## src/logic/fpm_map.svh

```systemverilog
/*
 Constants for the front panel menu controller: times, scaling, defaults.
 Assumes a 20 MHz system clock; include with `include "fpm_map.svh".
*/
`ifndef FPM_MAP_SVH
`define FPM_MAP_SVH
// ----------------------------------------
// timing
// ----------------------------------------
`define FPM_CLK_KHZ 20000
`define FPM_INIT_MS 100
`define FPM_BLANK_MS 500
`define FPM_MINUS_MS 3000
`define FPM_SAVE_MS 2000
`define FPM_DEBOUNCE_MS 10
`define FPM_COMBO_MS 100
// ----------------------------------------
// scaling, input current in microamps
// ----------------------------------------
`define FPM_UA_4MA 18'sh00FA0
`define FPM_UA_SPAN 18'sh03E80
`define FPM_UA_ROOT_MIN 18'sh00028
`define FPM_UA_PER_CA 18'sh0000A
`define FPM_DEF_LO 18'sh00000
`define FPM_DEF_HI 18'sh02710
// ----------------------------------------
// defaults and limits
// ----------------------------------------
`define FPM_DEF_CODE 16'h0000
`define FPM_LAST_ITEM 3'h5
`define FPM_DP_MAX 3'h5
`define FPM_BCD_MAX 4'h9
`define FPM_LAST_DIGIT 2'h3
`endif

```

## src/logic/fpm_pkg.sv

```systemverilog
/*
 Types of the front panel menu controller.
 Assumes nothing beyond the constants header.
*/
package fpm_pkg;
   typedef enum logic [3:0] {
      FPM_ST_INIT = 4'h0, FPM_ST_BLANK = 4'h1, FPM_ST_MINUS = 4'h2,
      FPM_ST_DISPLAY = 4'h3, FPM_ST_LOCK = 4'h4, FPM_ST_CODE = 4'h5,
      FPM_ST_MENU = 4'h6, FPM_ST_ITEM = 4'h7, FPM_ST_SAVE = 4'h8
   } fpm_state_t;
   typedef enum logic [2:0] {
      FPM_IT_ROOT = 3'h0, FPM_IT_NUM = 3'h1, FPM_IT_STEP = 3'h2,
      FPM_IT_PAD = 3'h3, FPM_IT_DP = 3'h4, FPM_IT_BAR = 3'h5
   } fpm_item_t;
   typedef enum logic [1:0] {
      FPM_STEP_1 = 2'h0, FPM_STEP_2 = 2'h1, FPM_STEP_5 = 2'h2, FPM_STEP_10 = 2'h3
   } fpm_step_t;
   typedef enum logic [1:0] {
      FPM_SHOW_VALUE = 2'h0, FPM_SHOW_LOCK = 2'h1, FPM_SHOW_CODE = 2'h2,
      FPM_SHOW_MENU = 2'h3
   } fpm_show_t;
endpackage : fpm_pkg

```

## src/logic/fpm_debounce.sv

```systemverilog
/*
 Push-button debouncer: per button a two-stage synchroniser, a stability
 counter, a clean level and a one-cycle press pulse.
 Assumes raw inputs are active high and asynchronous to clk.
*/
`include "fpm_map.svh"
module fpm_debounce
   import fpm_pkg::*;
#(
   parameter int N = 4,
   parameter int CNT_W = 18,
   parameter logic [CNT_W-1:0] STABLE_CYC = CNT_W'(`FPM_DEBOUNCE_MS * `FPM_CLK_KHZ)
) (
   // clock and reset
   input wire logic clk,
   input wire logic rst_b,
   // buttons
   input wire logic [N-1:0] raw,
   output logic [N-1:0] level,
   output logic [N-1:0] press
);
   genvar g;
   generate
      for (g = 0; g < N; g++) begin : g_btn
         logic s1_r, s2_r, lvl_r, lvl_nxt, prs_r, prs_nxt;
         logic [CNT_W-1:0] cnt_r, cnt_nxt;
         always_comb begin
            lvl_nxt = lvl_r;
            prs_nxt = 1'b0;
            cnt_nxt = '0;
            if (s2_r != lvl_r) begin
               cnt_nxt = cnt_r + CNT_W'(1);
               if (cnt_r >= STABLE_CYC - CNT_W'(1)) begin
                  lvl_nxt = s2_r;
                  prs_nxt = s2_r;
                  cnt_nxt = '0;
               end
            end
         end
         always_ff @(posedge clk or negedge rst_b) begin
            if (!rst_b) begin
               s1_r <= 1'b0;
               s2_r <= 1'b0;
               lvl_r <= 1'b0;
               prs_r <= 1'b0;
               cnt_r <= '0;
            end else begin
               s1_r <= raw[g];
               s2_r <= s1_r;
               lvl_r <= lvl_nxt;
               prs_r <= prs_nxt;
               cnt_r <= cnt_nxt;
            end
         end
         assign level[g] = lvl_r;
         assign press[g] = prs_r;
         a_press_pulse: assert property (@(posedge clk) disable iff (!rst_b)
            press[g] |-> level[g] ##1 !press[g])
            else $error("press pulse wrong");
      end
   endgenerate
endmodule : fpm_debounce

```

## src/logic/fpm_menu_ctrl.sv

```systemverilog
/*
 Front panel menu controller: power-up sequence, display-mode buttons,
 code-guarded menu, per-item settings and readout scaling.
 Assumes active-low push-button pins, a microamp input sample each cycle,
 stored calibration and code supplied from non-volatile memory outside.
*/
// How it works
// every power-up (reset) starts the initialisation sequence
// short delay, 0.5 s blank, 3 s circulating minus, then readout
// function held shows mA or percent of span, else engineering units
// with an alarm enabled function held shows the alarm setpoint instead
// down held shows the value calibrated for 4mA
// up held shows the value calibrated for 20mA
// quit alone in display mode changes nothing
// function plus quit together is the only way into the menu
// without a code the menu opens on the square-root item
// with a code not 0000 the lock prompt shows first
// function clears prompt; up, down, function edit the code digits
// quit with the right code opens the menu on the first item
// quit with a wrong or absent code returns to display mode
// up and down step through the menu items
// leaving after changes shows minus signs while settings are stored
// without calibration 4 to 20mA reads 0.00 to 100.00
// square-root flag linearises the input
// numeric readout flag turns the digits on or off
// step size picks a last-digit increment of 1, 2, 5 or 10
// padding flag appends a fixed zero digit
// radix point sits between any digit pair or is off
// bar style picks column or segment, single or dual bargraph
// the code is four decimal digits guarding every setting
// in an item quit returns to the list, up and down change it
// buttons are debounced, function and quit paired when both are held in a window that a press of either opens
// the input sample is scaled with the settings every cycle
`include "fpm_map.svh"
module fpm_menu_ctrl
   import fpm_pkg::*;
#(
   parameter int CNT_W = 27,
   parameter logic [CNT_W-1:0] INIT_CYC = CNT_W'(`FPM_INIT_MS * `FPM_CLK_KHZ),
   parameter logic [CNT_W-1:0] BLANK_CYC = CNT_W'(`FPM_BLANK_MS * `FPM_CLK_KHZ),
   parameter logic [CNT_W-1:0] MINUS_CYC = CNT_W'(`FPM_MINUS_MS * `FPM_CLK_KHZ),
   parameter logic [CNT_W-1:0] SAVE_CYC = CNT_W'(`FPM_SAVE_MS * `FPM_CLK_KHZ),
   parameter logic [CNT_W-1:0] COMBO_CYC = CNT_W'(`FPM_COMBO_MS * `FPM_CLK_KHZ),
   parameter int DB_W = 18,
   parameter logic [DB_W-1:0] DB_CYC = DB_W'(`FPM_DEBOUNCE_MS * `FPM_CLK_KHZ)
) (
   // clock and reset
   input wire logic clk,
   input wire logic rst_b,
   // push-button pins
   input wire logic fn_button_b,
   input wire logic quit_button_b,
   input wire logic up_button_b,
   input wire logic down_button_b,
   // measurement and stored data
   input wire logic [15:0] sample_ua,
   input wire logic cal_valid,
   input wire logic signed [17:0] cal_lo_val,
   input wire logic signed [17:0] cal_hi_val,
   input wire logic [15:0] stored_code,
   input wire logic fn_shows_pct,
   input wire logic alarm_enabled,
   input wire logic signed [17:0] alarm_setpoint,
   // readout
   output logic signed [17:0] readout_value,
   output logic readout_blank,
   output logic minus_anim,
   output fpm_show_t show_sel,
   output fpm_item_t menu_item,
   output logic [15:0] code_keyed,
   output logic [1:0] code_digit,
   // settings
   output logic sqrt_linearise,
   output logic numeric_readout_on,
   output fpm_step_t step_size,
   output logic padding_digit_on,
   output logic [2:0] radix_point_place,
   output logic column_style,
   output logic dual_bars,
   output logic bar_page,
   output logic settings_store
);
   // ----------------------------------------
   // buttons
   // ----------------------------------------
   logic [3:0] lvl, prs;
   logic fn_l, q_l, up_l, dn_l, fn_p, q_p, up_p, dn_p;

   fpm_debounce #(.N(4), .CNT_W(DB_W), .STABLE_CYC(DB_CYC)) u_db (
      .clk(clk),
      .rst_b(rst_b),
      .raw({~down_button_b, ~up_button_b, ~quit_button_b, ~fn_button_b}),
      .level(lvl),
      .press(prs)
   );
   assign {dn_l, up_l, q_l, fn_l} = lvl;
   assign {dn_p, up_p, q_p, fn_p} = prs;

   // a pair counts once both are held while the window runs; a press of either opens the window when it is idle
   logic [CNT_W-1:0] win_r, win_nxt;
   logic seen_r, seen_nxt, combo_ev;
   always_comb begin
      combo_ev = fn_l && q_l && !seen_r && win_r != '0;
      win_nxt = win_r;
      if ((fn_p || q_p) && win_r == '0)
         win_nxt = COMBO_CYC;
      else if (win_r != '0)
         win_nxt = win_r - CNT_W'(1);
      seen_nxt = seen_r;
      if (combo_ev)
         seen_nxt = 1'b1;
      else if (!fn_l && !q_l)
         seen_nxt = 1'b0;
   end
   always_ff @(posedge clk or negedge rst_b) begin
      if (!rst_b) begin
         win_r <= '0;
         seen_r <= 1'b0;
      end else begin
         win_r <= win_nxt;
         seen_r <= seen_nxt;
      end
   end

   // ----------------------------------------
   // sequencer and settings
   // ----------------------------------------
   fpm_state_t st_r, st_nxt;
   logic [CNT_W-1:0] tmr_r, tmr_nxt;
   fpm_item_t item_r, item_nxt;
   logic [15:0] key_r, key_nxt;
   logic [1:0] dig_r, dig_nxt;
   logic dirty_r, dirty_nxt, page_r, page_nxt, save_r, save_nxt;
   logic sqrt_r, sqrt_nxt, num_r, num_nxt, pad_r, pad_nxt, col_r, col_nxt, dual_r, dual_nxt;
   fpm_step_t step_r, step_nxt;
   logic [2:0] dp_r, dp_nxt;
   logic [3:0] cur_dig;
   logic chg;

   always_comb begin
      st_nxt = st_r;
      tmr_nxt = (tmr_r != '0) ? tmr_r - CNT_W'(1) : tmr_r;
      item_nxt = item_r;
      key_nxt = key_r;
      dig_nxt = dig_r;
      dirty_nxt = dirty_r;
      page_nxt = page_r;
      save_nxt = 1'b0;
      sqrt_nxt = sqrt_r;
      num_nxt = num_r;
      pad_nxt = pad_r;
      col_nxt = col_r;
      dual_nxt = dual_r;
      step_nxt = step_r;
      dp_nxt = dp_r;
      cur_dig = key_r[4*dig_r +: 4];
      chg = up_p || dn_p;
      case (st_r)
         FPM_ST_INIT: if (tmr_r == '0) begin
            st_nxt = FPM_ST_BLANK;
            tmr_nxt = BLANK_CYC - CNT_W'(1);
         end
         FPM_ST_BLANK: if (tmr_r == '0) begin
            st_nxt = FPM_ST_MINUS;
            tmr_nxt = MINUS_CYC - CNT_W'(1);
         end
         FPM_ST_MINUS: if (tmr_r == '0)
            st_nxt = FPM_ST_DISPLAY;
         FPM_ST_DISPLAY: if (combo_ev) begin
            item_nxt = FPM_IT_ROOT;
            dirty_nxt = 1'b0;
            st_nxt = (stored_code == `FPM_DEF_CODE) ? FPM_ST_MENU : FPM_ST_LOCK;
         end
         FPM_ST_LOCK: if (fn_p) begin
            st_nxt = FPM_ST_CODE;
            key_nxt = '0;
            dig_nxt = '0;
         end else if (q_p)
            st_nxt = FPM_ST_DISPLAY;
         FPM_ST_CODE: begin
            if (up_p)
               cur_dig = (cur_dig >= `FPM_BCD_MAX) ? 4'h0 : cur_dig + 4'h1;
            else if (dn_p)
               cur_dig = (cur_dig == 4'h0) ? `FPM_BCD_MAX : cur_dig - 4'h1;
            key_nxt[4*dig_r +: 4] = cur_dig;
            if (fn_p)
               dig_nxt = (dig_r == `FPM_LAST_DIGIT) ? 2'h0 : dig_r + 2'h1;
            if (q_p)
               st_nxt = (key_r == stored_code) ? FPM_ST_MENU : FPM_ST_DISPLAY;
         end
         FPM_ST_MENU: begin
            if (up_p)
               item_nxt = (item_r == `FPM_LAST_ITEM) ? FPM_IT_ROOT : fpm_item_t'(item_r + 3'h1);
            else if (dn_p)
               item_nxt = (item_r == FPM_IT_ROOT) ? fpm_item_t'(`FPM_LAST_ITEM) : fpm_item_t'(item_r - 3'h1);
            if (fn_p) begin
               st_nxt = FPM_ST_ITEM;
               page_nxt = 1'b0;
            end else if (q_p) begin
               st_nxt = dirty_r ? FPM_ST_SAVE : FPM_ST_DISPLAY;
               save_nxt = dirty_r;
               tmr_nxt = SAVE_CYC - CNT_W'(1);
            end
         end
         FPM_ST_ITEM: begin
            if (q_p)
               st_nxt = FPM_ST_MENU;
            else if (chg) begin
               dirty_nxt = 1'b1;
               case (item_r)
                  FPM_IT_ROOT: sqrt_nxt = !sqrt_r;
                  FPM_IT_NUM: num_nxt = !num_r;
                  FPM_IT_STEP: step_nxt = up_p ? fpm_step_t'(step_r + 2'h1) : fpm_step_t'(step_r - 2'h1);
                  FPM_IT_PAD: pad_nxt = !pad_r;
                  FPM_IT_DP:
                     if (up_p)
                        dp_nxt = (dp_r >= `FPM_DP_MAX) ? 3'h0 : dp_r + 3'h1;
                     else
                        dp_nxt = (dp_r == 3'h0) ? `FPM_DP_MAX : dp_r - 3'h1;
                  FPM_IT_BAR:
                     if (page_r)
                        dual_nxt = !dual_r;
                     else
                        col_nxt = !col_r;
                  default: dirty_nxt = dirty_r;
               endcase
            end else if (fn_p && item_r == FPM_IT_BAR)
               page_nxt = !page_r;
         end
         FPM_ST_SAVE: if (tmr_r == '0)
            st_nxt = FPM_ST_DISPLAY;
         default: st_nxt = FPM_ST_INIT;
      endcase
   end

   always_ff @(posedge clk or negedge rst_b) begin
      if (!rst_b) begin
         st_r <= FPM_ST_INIT;
         tmr_r <= INIT_CYC;
         item_r <= FPM_IT_ROOT;
         key_r <= '0;
         dig_r <= '0;
         dirty_r <= 1'b0;
         page_r <= 1'b0;
         save_r <= 1'b0;
         sqrt_r <= 1'b0;
         num_r <= 1'b1;
         pad_r <= 1'b0;
         col_r <= 1'b1;
         dual_r <= 1'b0;
         step_r <= FPM_STEP_1;
         dp_r <= 3'h3;
      end else begin
         st_r <= st_nxt;
         tmr_r <= tmr_nxt;
         item_r <= item_nxt;
         key_r <= key_nxt;
         dig_r <= dig_nxt;
         dirty_r <= dirty_nxt;
         page_r <= page_nxt;
         save_r <= save_nxt;
         sqrt_r <= sqrt_nxt;
         num_r <= num_nxt;
         pad_r <= pad_nxt;
         col_r <= col_nxt;
         dual_r <= dual_nxt;
         step_r <= step_nxt;
         dp_r <= dp_nxt;
      end
   end

   // ----------------------------------------
   // readout datapath
   // ----------------------------------------
   function automatic logic [15:0] isqrt(input logic [31:0] v);
      logic [31:0] rem;
      logic [15:0] root;
      logic [17:0] trial;
      rem = '0;
      root = '0;
      for (int i = 15; i >= 0; i--) begin
         rem = {rem[29:0], v[2*i +: 2]};
         trial = {root, 2'b01};
         root = {root[14:0], 1'b0};
         if (rem >= 32'(trial)) begin
            rem = rem - 32'(trial);
            root[0] = 1'b1;
         end
      end
      return root;
   endfunction : isqrt

   logic signed [17:0] val_r, val_nxt, lo, hi, x, lin, eng, stp;
   logic signed [35:0] prod;
   logic blank_r, blank_nxt, minus_r, minus_nxt;
   fpm_show_t show_r, show_nxt;

   always_comb begin
      lo = cal_valid ? cal_lo_val : `FPM_DEF_LO;
      hi = cal_valid ? cal_hi_val : `FPM_DEF_HI;
      x = $signed({2'b00, sample_ua}) - `FPM_UA_4MA;
      lin = x;
      if (sqrt_r)
         lin = (x < `FPM_UA_ROOT_MIN) ? 18'sh0 : $signed({2'b00, isqrt(32'(x) * 32'(`FPM_UA_SPAN))});
      prod = 36'(hi - lo) * 36'(lin);
      eng = lo + 18'(prod / 36'(`FPM_UA_SPAN));
      case (step_r)
         FPM_STEP_2: stp = 18'sh2;
         FPM_STEP_5: stp = 18'sh5;
         FPM_STEP_10: stp = 18'shA;
         default: stp = 18'sh1;
      endcase
      eng = (eng / stp) * stp;
      val_nxt = eng;
      if (up_l)
         val_nxt = hi;
      else if (dn_l)
         val_nxt = lo;
      else if (fn_l && alarm_enabled)
         val_nxt = alarm_setpoint;
      else if (fn_l)
         val_nxt = fn_shows_pct ? 18'((x * 18'sh5) >>> 3) : x / `FPM_UA_PER_CA + 18'sh190;
      if (st_r != FPM_ST_DISPLAY)
         val_nxt = val_r;
      blank_nxt = st_r != FPM_ST_DISPLAY || !num_r;
      minus_nxt = st_r == FPM_ST_MINUS || st_r == FPM_ST_SAVE;
      case (st_r)
         FPM_ST_LOCK: show_nxt = FPM_SHOW_LOCK;
         FPM_ST_CODE: show_nxt = FPM_SHOW_CODE;
         FPM_ST_MENU, FPM_ST_ITEM: show_nxt = FPM_SHOW_MENU;
         default: show_nxt = FPM_SHOW_VALUE;
      endcase
   end

   always_ff @(posedge clk or negedge rst_b) begin
      if (!rst_b) begin
         val_r <= '0;
         blank_r <= 1'b1;
         minus_r <= 1'b0;
         show_r <= FPM_SHOW_VALUE;
      end else begin
         val_r <= val_nxt;
         blank_r <= blank_nxt;
         minus_r <= minus_nxt;
         show_r <= show_nxt;
      end
   end

   assign readout_value = val_r;
   assign readout_blank = blank_r;
   assign minus_anim = minus_r;
   assign show_sel = show_r;
   assign menu_item = item_r;
   assign code_keyed = key_r;
   assign code_digit = dig_r;
   assign sqrt_linearise = sqrt_r;
   assign numeric_readout_on = num_r;
   assign step_size = step_r;
   assign padding_digit_on = pad_r;
   assign radix_point_place = dp_r;
   assign column_style = col_r;
   assign dual_bars = dual_r;
   assign bar_page = page_r;
   assign settings_store = save_r;

   // ----------------------------------------
   // checks
   // ----------------------------------------
   a_blank_to_minus: assert property (@(posedge clk) disable iff (!rst_b)
      st_r == FPM_ST_BLANK && tmr_r == '0 |=> st_r == FPM_ST_MINUS && tmr_r == MINUS_CYC - CNT_W'(1))
      else $error("blank phase did not hand over");
   a_menu_only_combo: assert property (@(posedge clk) disable iff (!rst_b)
      st_r == FPM_ST_DISPLAY && !combo_ev |=> st_r == FPM_ST_DISPLAY && $stable(item_r))
      else $error("left display without pair");
   a_open_unlocked: assert property (@(posedge clk) disable iff (!rst_b)
      st_r == FPM_ST_DISPLAY && combo_ev && stored_code == `FPM_DEF_CODE
      |=> st_r == FPM_ST_MENU && item_r == FPM_IT_ROOT ##1 show_r == FPM_SHOW_MENU)
      else $error("menu not opened on first item");
   a_open_locked: assert property (@(posedge clk) disable iff (!rst_b)
      st_r == FPM_ST_DISPLAY && combo_ev && stored_code != `FPM_DEF_CODE
      |=> st_r == FPM_ST_LOCK ##1 show_r == FPM_SHOW_LOCK)
      else $error("lock prompt missing");
   a_code_check: assert property (@(posedge clk) disable iff (!rst_b)
      st_r == FPM_ST_CODE && q_p |=> st_r == ($past(key_r) == $past(stored_code) ? FPM_ST_MENU : FPM_ST_DISPLAY))
      else $error("code verdict wrong");
   a_hold_down: assert property (@(posedge clk) disable iff (!rst_b)
      st_r == FPM_ST_DISPLAY && dn_l && !up_l |=> val_r == $past(lo))
      else $error("4mA value not shown");
   a_hold_up: assert property (@(posedge clk) disable iff (!rst_b)
      st_r == FPM_ST_DISPLAY && up_l |=> val_r == $past(hi))
      else $error("20mA value not shown");
   a_save_seq: assert property (@(posedge clk) disable iff (!rst_b)
      st_r == FPM_ST_MENU && q_p && !fn_p && dirty_r |=> st_r == FPM_ST_SAVE && settings_store ##1 minus_anim)
      else $error("store sequence missing");
   a_menu_step: assert property (@(posedge clk) disable iff (!rst_b)
      st_r == FPM_ST_MENU && up_p && item_r == FPM_IT_ROOT |=> item_r == FPM_IT_NUM)
      else $error("menu step wrong");
endmodule : fpm_menu_ctrl

```

## config.mk

```make
export PLATFORM = sky130hd
export DESIGN_NAME = fpm_menu_ctrl
export DESIGN_NICKNAME = d
export VERILOG_FILES = /design/src/logic/fpm_pkg.sv /design/src/logic/fpm_debounce.sv /design/src/logic/fpm_menu_ctrl.sv
export VERILOG_INCLUDE_DIRS = /design/src /design/src/logic
export SDC_FILE = /design/constraint.sdc
export NUM_CORES = 2
export LEC_CHECK = 0
export ABC_CLOCK_PERIOD_IN_PS = 136300
export BUFFER_PORTS_ARGS = -buffer_cell sky130_fd_sc_hd__buf_2
export CAP_MARGIN = 10
export CORE_ASPECT_RATIO = 1.2
export CORE_UTILIZATION = 55
export CTS_CLUSTER_DIAMETER = 60
export DETAILED_ROUTE_END_ITERATION = 6
export GPL_ROUTABILITY_DRIVEN = 0
export GPL_TIMING_DRIVEN = 1
export PLACE_DENSITY = 0.74
export RECOVER_POWER = 50
export SLEW_MARGIN = 40
export SYNTH_ARGS = -nofsm -noshare
export SYNTH_HDL_FRONTEND = slang
export SYNTH_SLANG_ARGS = --single-unit
export TNS_END_PERCENT = 50
```

## constraint.sdc

```tcl
create_clock -name clk -period 136.3 [get_ports clk]
set_input_delay 13.63 -clock clk [delete_from_list [all_inputs] [get_ports clk]]
set_output_delay 13.63 -clock clk [all_outputs]
set_load 0.1 [all_outputs]
```

Yosys cells after proc, flatten, opt, wreduce, memory -nomap -nowiden
Index checks and enable logic that the tools add are counted.

word-level totals
  register bits = 203
  input port bits = 95
  output and inout bits = 55
  logic and storage cells = 357

operators by class
  add/subtract/negate cells = 35
  $mul = 4
  divide/modulo/power cells = 3
  magnitude comparators = 23
  eq/ne operators = 40
  shift-type cells = 3
  mux-type cells = 147
  bitwise operators = 6
  reductions and logical operators = 55

operators by type and width
  cell                       count
  $mux W30                   30
  $mux W18                   16
  $mux W27                   7
  $pmux W27 S3               1
  $add A18 B1 Y18 const B    4
  $ge A18 B18 Y1 const B     4
  $mux W4                    16
  $logic_not A27 Y1          2
  $reduce_bool A27 Y1        2
  $sub A27 B1 Y27 const B    2
  $mux W1                    52
  $div A36 B15 Y36 const B   1
  $mul A19 B18 Y36           1
  $neg A4 Y34                1
  $shift A4 B34 Y16 const A  1
  $shiftx A4 B34 Y16         1
  $ge A32 B10 Y1             1
  $ge A32 B11 Y1             1
  $ge A32 B12 Y1             1
  $ge A32 B13 Y1             1
  $ge A32 B14 Y1             1
  $ge A32 B15 Y1             1
  $ge A32 B16 Y1             1
  $ge A32 B17 Y1             1
  83 further kinds           167

Depth between registers and ports, before layout
  depth in word-level cells = 60
  depth in mapped cells = 587
  gate-level depth less buffers = 537

Modules after synthesis
A second synthesis with hierarchy kept.

unflattened totals
  cell total of the unflattened synthesis = 8468
  area, all modules = 66189.7 um^2

by module, submodules not included
  module         instances  cells each  area each (um^2)  seq. area each (um^2)
  fpm_menu_ctrl  1          8032        61597.8           2892.8
  fpm_debounce   1          436         4591.9            2202.1

Worst setup path before layout
OpenSTA, ideal clock, no wires.

  kind = input-to-reg
  from = in sample_ua[6]
  to = reg val_r[17], in the netlist readout_value[17]
  library setup time = 67 ps
  data arrival time = 126458 ps
  required time = 136233 ps
  setup slack = 9775 ps
  cell stages on the path = 559
  buffers on the path = 46
  path through = buf_2 > o21ai_1 > nor2_1 > or3_1 > buf_2 > xnor2_1 > inv_1 > clkbuf_1 > xnor2_1 > inv_1 > ha_1 > inv_1 > fa_1 > inv_1 > fa_1 > inv_1 > fa_1 > inv_1 > [523 not listed] > o21bai_1 > a21oi_1 > o21bai_1 > a21oi_1 > o21bai_1 > a21oi_1 > o21bai_1 > a21oi_1 > o21bai_1 > a21oi_1 > o21bai_1 > a21oi_1 > xnor2_1 > xnor2_1 > xnor2_1 > xnor3_1 > nor4_1 > o22a_1

between the ends
  longest elaborated chain between the ends = 60
  elaborated cells on any way between the ends = 110
  classes of those cells = 18 x add/sub; 4 x mul; 3 x div; 17 x order compare; 68 x mux

ends and longest elaborated chain
  item                                              line                                        source
  from (decl)                                       fpm_menu_ctrl.sv:56                         input wire logic [15:0] sample_ua,
  $sub A16 B12 Y17 (no source line) *               n/a
  $mul A17 B8 Y25                                   fpm_menu_ctrl.sv:304                        lin = (x < `FPM_UA_ROOT_MIN) ? 18'sh0 : $signed({2'b00, isqrt(32'(x) * 32'(`FPM_UA_SPAN))});
  $sub A2 B1 Y3 or $ge A2 B1 Y1 (tied branches)     fpm_menu_ctrl.sv:286, fpm_menu_ctrl.sv:285
  $mux W30 or $mux W1 (tied branches)               fpm_menu_ctrl.sv:285                        if (rem >= 32'(trial)) begin
  $mux W30 or $mux W1 (tied branches)               fpm_menu_ctrl.sv:303                        if (sqrt_r)
  $sub A30 B3 Y30 or $ge A32 B3 Y1 (tied branches)  fpm_menu_ctrl.sv:286, fpm_menu_ctrl.sv:285
  $mux W30 or $mux W1 (tied branches)               fpm_menu_ctrl.sv:285
  $mux W30 or $mux W1 (tied branches)               fpm_menu_ctrl.sv:303
  [44 not listed]                                   n/a
  $div A36 B15 Y36                                  fpm_menu_ctrl.sv:306                        eng = lo + 18'(prod / 36'(`FPM_UA_SPAN));
  $add A18 B18 Y18                                  fpm_menu_ctrl.sv:306
  $div A18 B18 Y18                                  fpm_menu_ctrl.sv:313                        eng = (eng / stp) * stp;
  $mul A18 B18 Y18                                  fpm_menu_ctrl.sv:313
  $mux W18 *                                        fpm_menu_ctrl.sv:321                        else if (fn_l)
  $mux W18 *                                        fpm_menu_ctrl.sv:319                        else if (fn_l && alarm_enabled)
  $mux W18 *                                        fpm_menu_ctrl.sv:317                        else if (dn_l)
  $mux W18 *                                        fpm_menu_ctrl.sv:315                        if (up_l)
  to (signal assigned)                              fpm_menu_ctrl.sv:342                        val_r <= val_nxt;
  to (decl)                                         fpm_menu_ctrl.sv:293                        logic signed [17:0] val_r, val_nxt, lo, hi, x, lin, eng, stp;

Every way passes the cells marked *; elsewhere a longest branch is shown, timed or not. The select of a mux whose other input is x is not followed.
A chain may end at the register's enable or synchronous reset.

Worst setup path after layout
  from = in sample_ua[5]
  to = reg val_r[17], in the netlist readout_value[17]

Same word-level chain as after synthesis.

==> flow_metrics.env <==
export IMPL_status="finished with violations"
export IMPL_violations="DRC, capacitance limit, slew limit"
export IMPL_slowest_delay_ps=670
export IMPL_cp_common_cell="a21oi_1"
export IMPL_multi_input_area_mm2=0.05475
export IMPL_viasPerCell=6.514
export IMPL_yosys_warnings=0
export IMPL_fin_nets=9455
export IMPL_vias=64900
export IMPL_post_place_ws_ps=-1607
export IMPL_clock_fmax_mhz=7.754
export IMPL_clock_skew_ps=13.82
export IMPL_core_area_mm2=0.1128
export IMPL_min_path_cells=0
export IMPL_die_x_um=310.1
export IMPL_yosysSeqAreaShare_pct=8.134
export IMPL_required_ps=136790
export IMPL_synth_distinct_cells=150
export IMPL_timing_hold_ws_ps=348.5
export IMPL_track_usage_pct=33.58
export IMPL_fp_row_count=135
export IMPL_layout_drive_gt1_share_pct=10.42
export IMPL_slew_viol_final=73
export IMPL_hpwl_um=160800
export IMPL_dieArea_mm2=0.1152
export IMPL_grt_max_degree=82
export IMPL_reg2reg_slack_ps=66960
export IMPL_insertion_delay_ps=550
export IMPL_synth_edf_count=0
export IMPL_r2r_cells=312
export IMPL_synthCells=8302
export IMPL_synthToLayoutAreaGrowth_pct=8.162
export IMPL_fin_crit_ps=128970
export IMPL_avgSynthCellArea_um2=7.544
export IMPL_reg2reg_to="readout_value[17]$_DFFE_PN0P_"
export IMPL_holdPathEnd="u_db.g_btn[1].s2_r$_DFF_PN0_"
export IMPL_fill_cells=10320
export IMPL_clkTransAtPathRegs_ps=70
export IMPL_antenna_found_initial=9
export IMPL_regArea_mm2=0.005095
export IMPL_final_area_mm2=0.06775
export IMPL_ys_flop_type="dfrtp_1"
export IMPL_worstMarginPinSlew_ps=3172
export IMPL_ios=150
export IMPL_slowest_stage="or4_4"
export IMPL_critPathLaunchType="input pin"
export IMPL_setup_violations_final=0
export IMPL_cp_end_kind="flip-flop"
export IMPL_drc=2
export IMPL_cts_root_buf="clkbuf_16"
export IMPL_wl_per_cell_um=20.31
export IMPL_fin_crit_sh_pct=94.62
export IMPL_dr_pass1_iters=7
export IMPL_drtAntennaViolNets=0
export IMPL_initial_core_util_pct=55.51
export IMPL_cts_max_path_buffers=3
export IMPL_routed_wl_um=202300
export IMPL_cp_data_arrival_time_ps=129450
export IMPL_hp_class="reg -> reg"
export IMPL_cts_made_buffers=20
export IMPL_worstHoldStart="u_db.g_btn[1].s1_r$_DFF_PN0_"
export IMPL_cts_tree="built"
export IMPL_syn_area_mm2=0.06263
export IMPL_critPathKind="in -> reg"
export IMPL_dr_first_iter_drc_count=6370
export IMPL_maxCapViolCount=2
export IMPL_grt_pass1_wl_um=317200
export IMPL_grt_pass1_vias=61190
export IMPL_cts_htree_levels=1
export IMPL_port_buffers=149
export IMPL_clock_sinks=203
export IMPL_ys_ff_latch=203
export IMPL_gr_total_overflow=0
export IMPL_placed_area_mm2=0.06559
export IMPL_worstReg2RegStart="sqrt_linearise$_DFFE_PN0P_"
export IMPL_die_height_um=371.7
export IMPL_async_flop_share_pct=100.0
export IMPL_final_hold_violation_count=0
export IMPL_setup_slack_ps=7333
export IMPL_slew_headroom_pct=-111.5
export IMPL_cp_max_fo=26
==> metrics by stage <==
stage / setup TNS (ps) / instances / utilization (%)
after global placement: 0 / 9860 / 58.03
after CTS: 0 / 9897 / 58.78
after global routing: -1095 / 9960 / 60.03
after floorplan: 0 / 8304 / -
final: 0 / 9963 / 60.04
after detailed placement: -6847 / 9861 / 58.13
==> worst max path at each step <==
stage | from | to | cells past startpoint
after floorplan | sample_ua[6] | readout_value[17]$_DFFE_PN0P_ | 559
after global placement | sample_ua[5] | readout_value[17]$_DFFE_PN0P_ | 530
after detailed placement | sample_ua[5] | readout_value[17]$_DFFE_PN0P_ | 525
after CTS | sample_ua[5] | readout_value[17]$_DFFE_PN0P_ | 524
after global routing | sample_ua[5] | readout_value[17]$_DFFE_PN0P_ | 534
final | sample_ua[5] | readout_value[17]$_DFFE_PN0P_ | 534
==> metal layers <==
metal  wire length [µm]  vias up  track usage [%]
li1                   -    29900                -
met1              79860    30990            42.29
met2              92290     3256            55.07
met3              17000      749            4.503
met4              13140        4            19.04
met5                 24        -                0
==> cells by family (layout without fill, tap and decap cells) <==
family                     after synthesis  count (layout)  share of synthesized area (%)
and+or+nand+nor                       3056            3056                          24.45
xor gates and xnor gates               670             671                          9.449
other                                    1              11                       0.005987
DFF                                    203             203                          8.134
adders and majority gates              936             936                          23.72
muxes                                  173             173                          3.010
buffers and inverters                 1031            1172                          6.345
AOI/OAI and AO/OA                     2232            2234                          24.89
==> repair_timing <==
| action | in CTS | in global routing |
|---|---|---|
| setup buffers | 0 | 55 |
| hold buffers | 0 | 0 |
| pin swaps | 0 | 28 |
| gates resized for setup | 11 | 178 |
| cloned | 0 | 3 |
| endpoints found under the setup margin | 8 | 18 |
==> cells in the final DEF, fill, tap and decap left out, types with 146 or more instances in the layout <==
cell type | netlist | routed
xnor2_1 | 419 | 396
a21o_1 | 152 | 150
xor2_1 | 246 | 236
nor2_1 | 807 | 799
fa_1 | 422 | 421
buf_2 | 52 | 146
dfrtp_1 | 191 | 191
o21ai_0 | 310 | 304
ha_1 | 504 | 501
a21oi_1 | 587 | 569
nor3_1 | 227 | 221
inv_1 | 752 | 750
nand3_1 | 209 | 203
nand2_1 | 830 | 825
buf_4 | 8 | 202
==> cells in the mapped netlist (all sizes together) (34+ instances only) <==
library cell | number | area [µm²]
nand2 | 831 | 3122
nor2 | 815 | 3089
inv | 769 | 2887
a21oi | 596 | 3039
ha | 504 | 6306
fa | 422 | 8448
xnor2 | 421 | 3702
o21ai | 380 | 1913
xor2 | 247 | 2171
nor3 | 246 | 1351
nand3 | 213 | 1086
dfrtp | 191 | 4780
clkbuf | 175 | 656.9
a21o | 152 | 1141
and2 | 123 | 769.5
nand2b | 119 | 744.5
a31oi | 114 | 734.4
a211oi | 101 | 843.3
mux2i | 98 | 984.7
o21bai | 98 | 735.7
nor4 | 97 | 753.2
nor2b | 95 | 594.3
o21a | 92 | 691.9
and3 | 88 | 550.5
nand4 | 84 | 550.5
buf | 79 | 399.1
or2 | 75 | 469.2
or3 | 72 | 465.4
mux2 | 70 | 788.3
o31ai | 60 | 488.0
o211ai | 53 | 412.9
o22ai | 46 | 287.8
and4 | 39 | 344.1
nor3b | 39 | 302.8
a31o | 34 | 297.8
==> final cells by class <==
cell class                      instances  share of cell area [%]
Antenna cell                            8                 0.02955
Clock buffer                           26                  0.8163
Clock inverter                         10                  0.1902
Inverter                              777                   4.412
Multi-Input combinational cell       7073                   80.81
Sequential cell                       203                   7.521
Tap cell                             1507                   2.783
Timing Repair Buffer                  359                   3.433
==> worst max-delay path: cells and delay by family <==
kind                     cells  cell delay, ps
buffers and inverters       46            7090
multiplexers                15            4270
AO/OA/AOI/OAI              276           55860
AND/OR/NAND/NOR            131           27510
XOR/XNOR                    12            2680
adder cells (fa/ha/maj)     54           18110
==> sequential cells by signal (all words and copies together) (netlist names), 2 cells and up <==
signal             cells
code_digit             2
code_keyed            16
menu_item              3
radix_point_place      3
readout_value         18
show_sel               2
st_r                   4
step_size              2
tmr_r                 27
u_db.g_btn.cnt_r      72
u_db.g_btn.lvl_r       4
u_db.g_btn.prs_r       4
u_db.g_btn.s1_r        4
u_db.g_btn.s2_r        4
win_r                 27
Power is not shown: default switching activity piles up to over one toggle a cycle in this logic, so the estimate is an artifact.
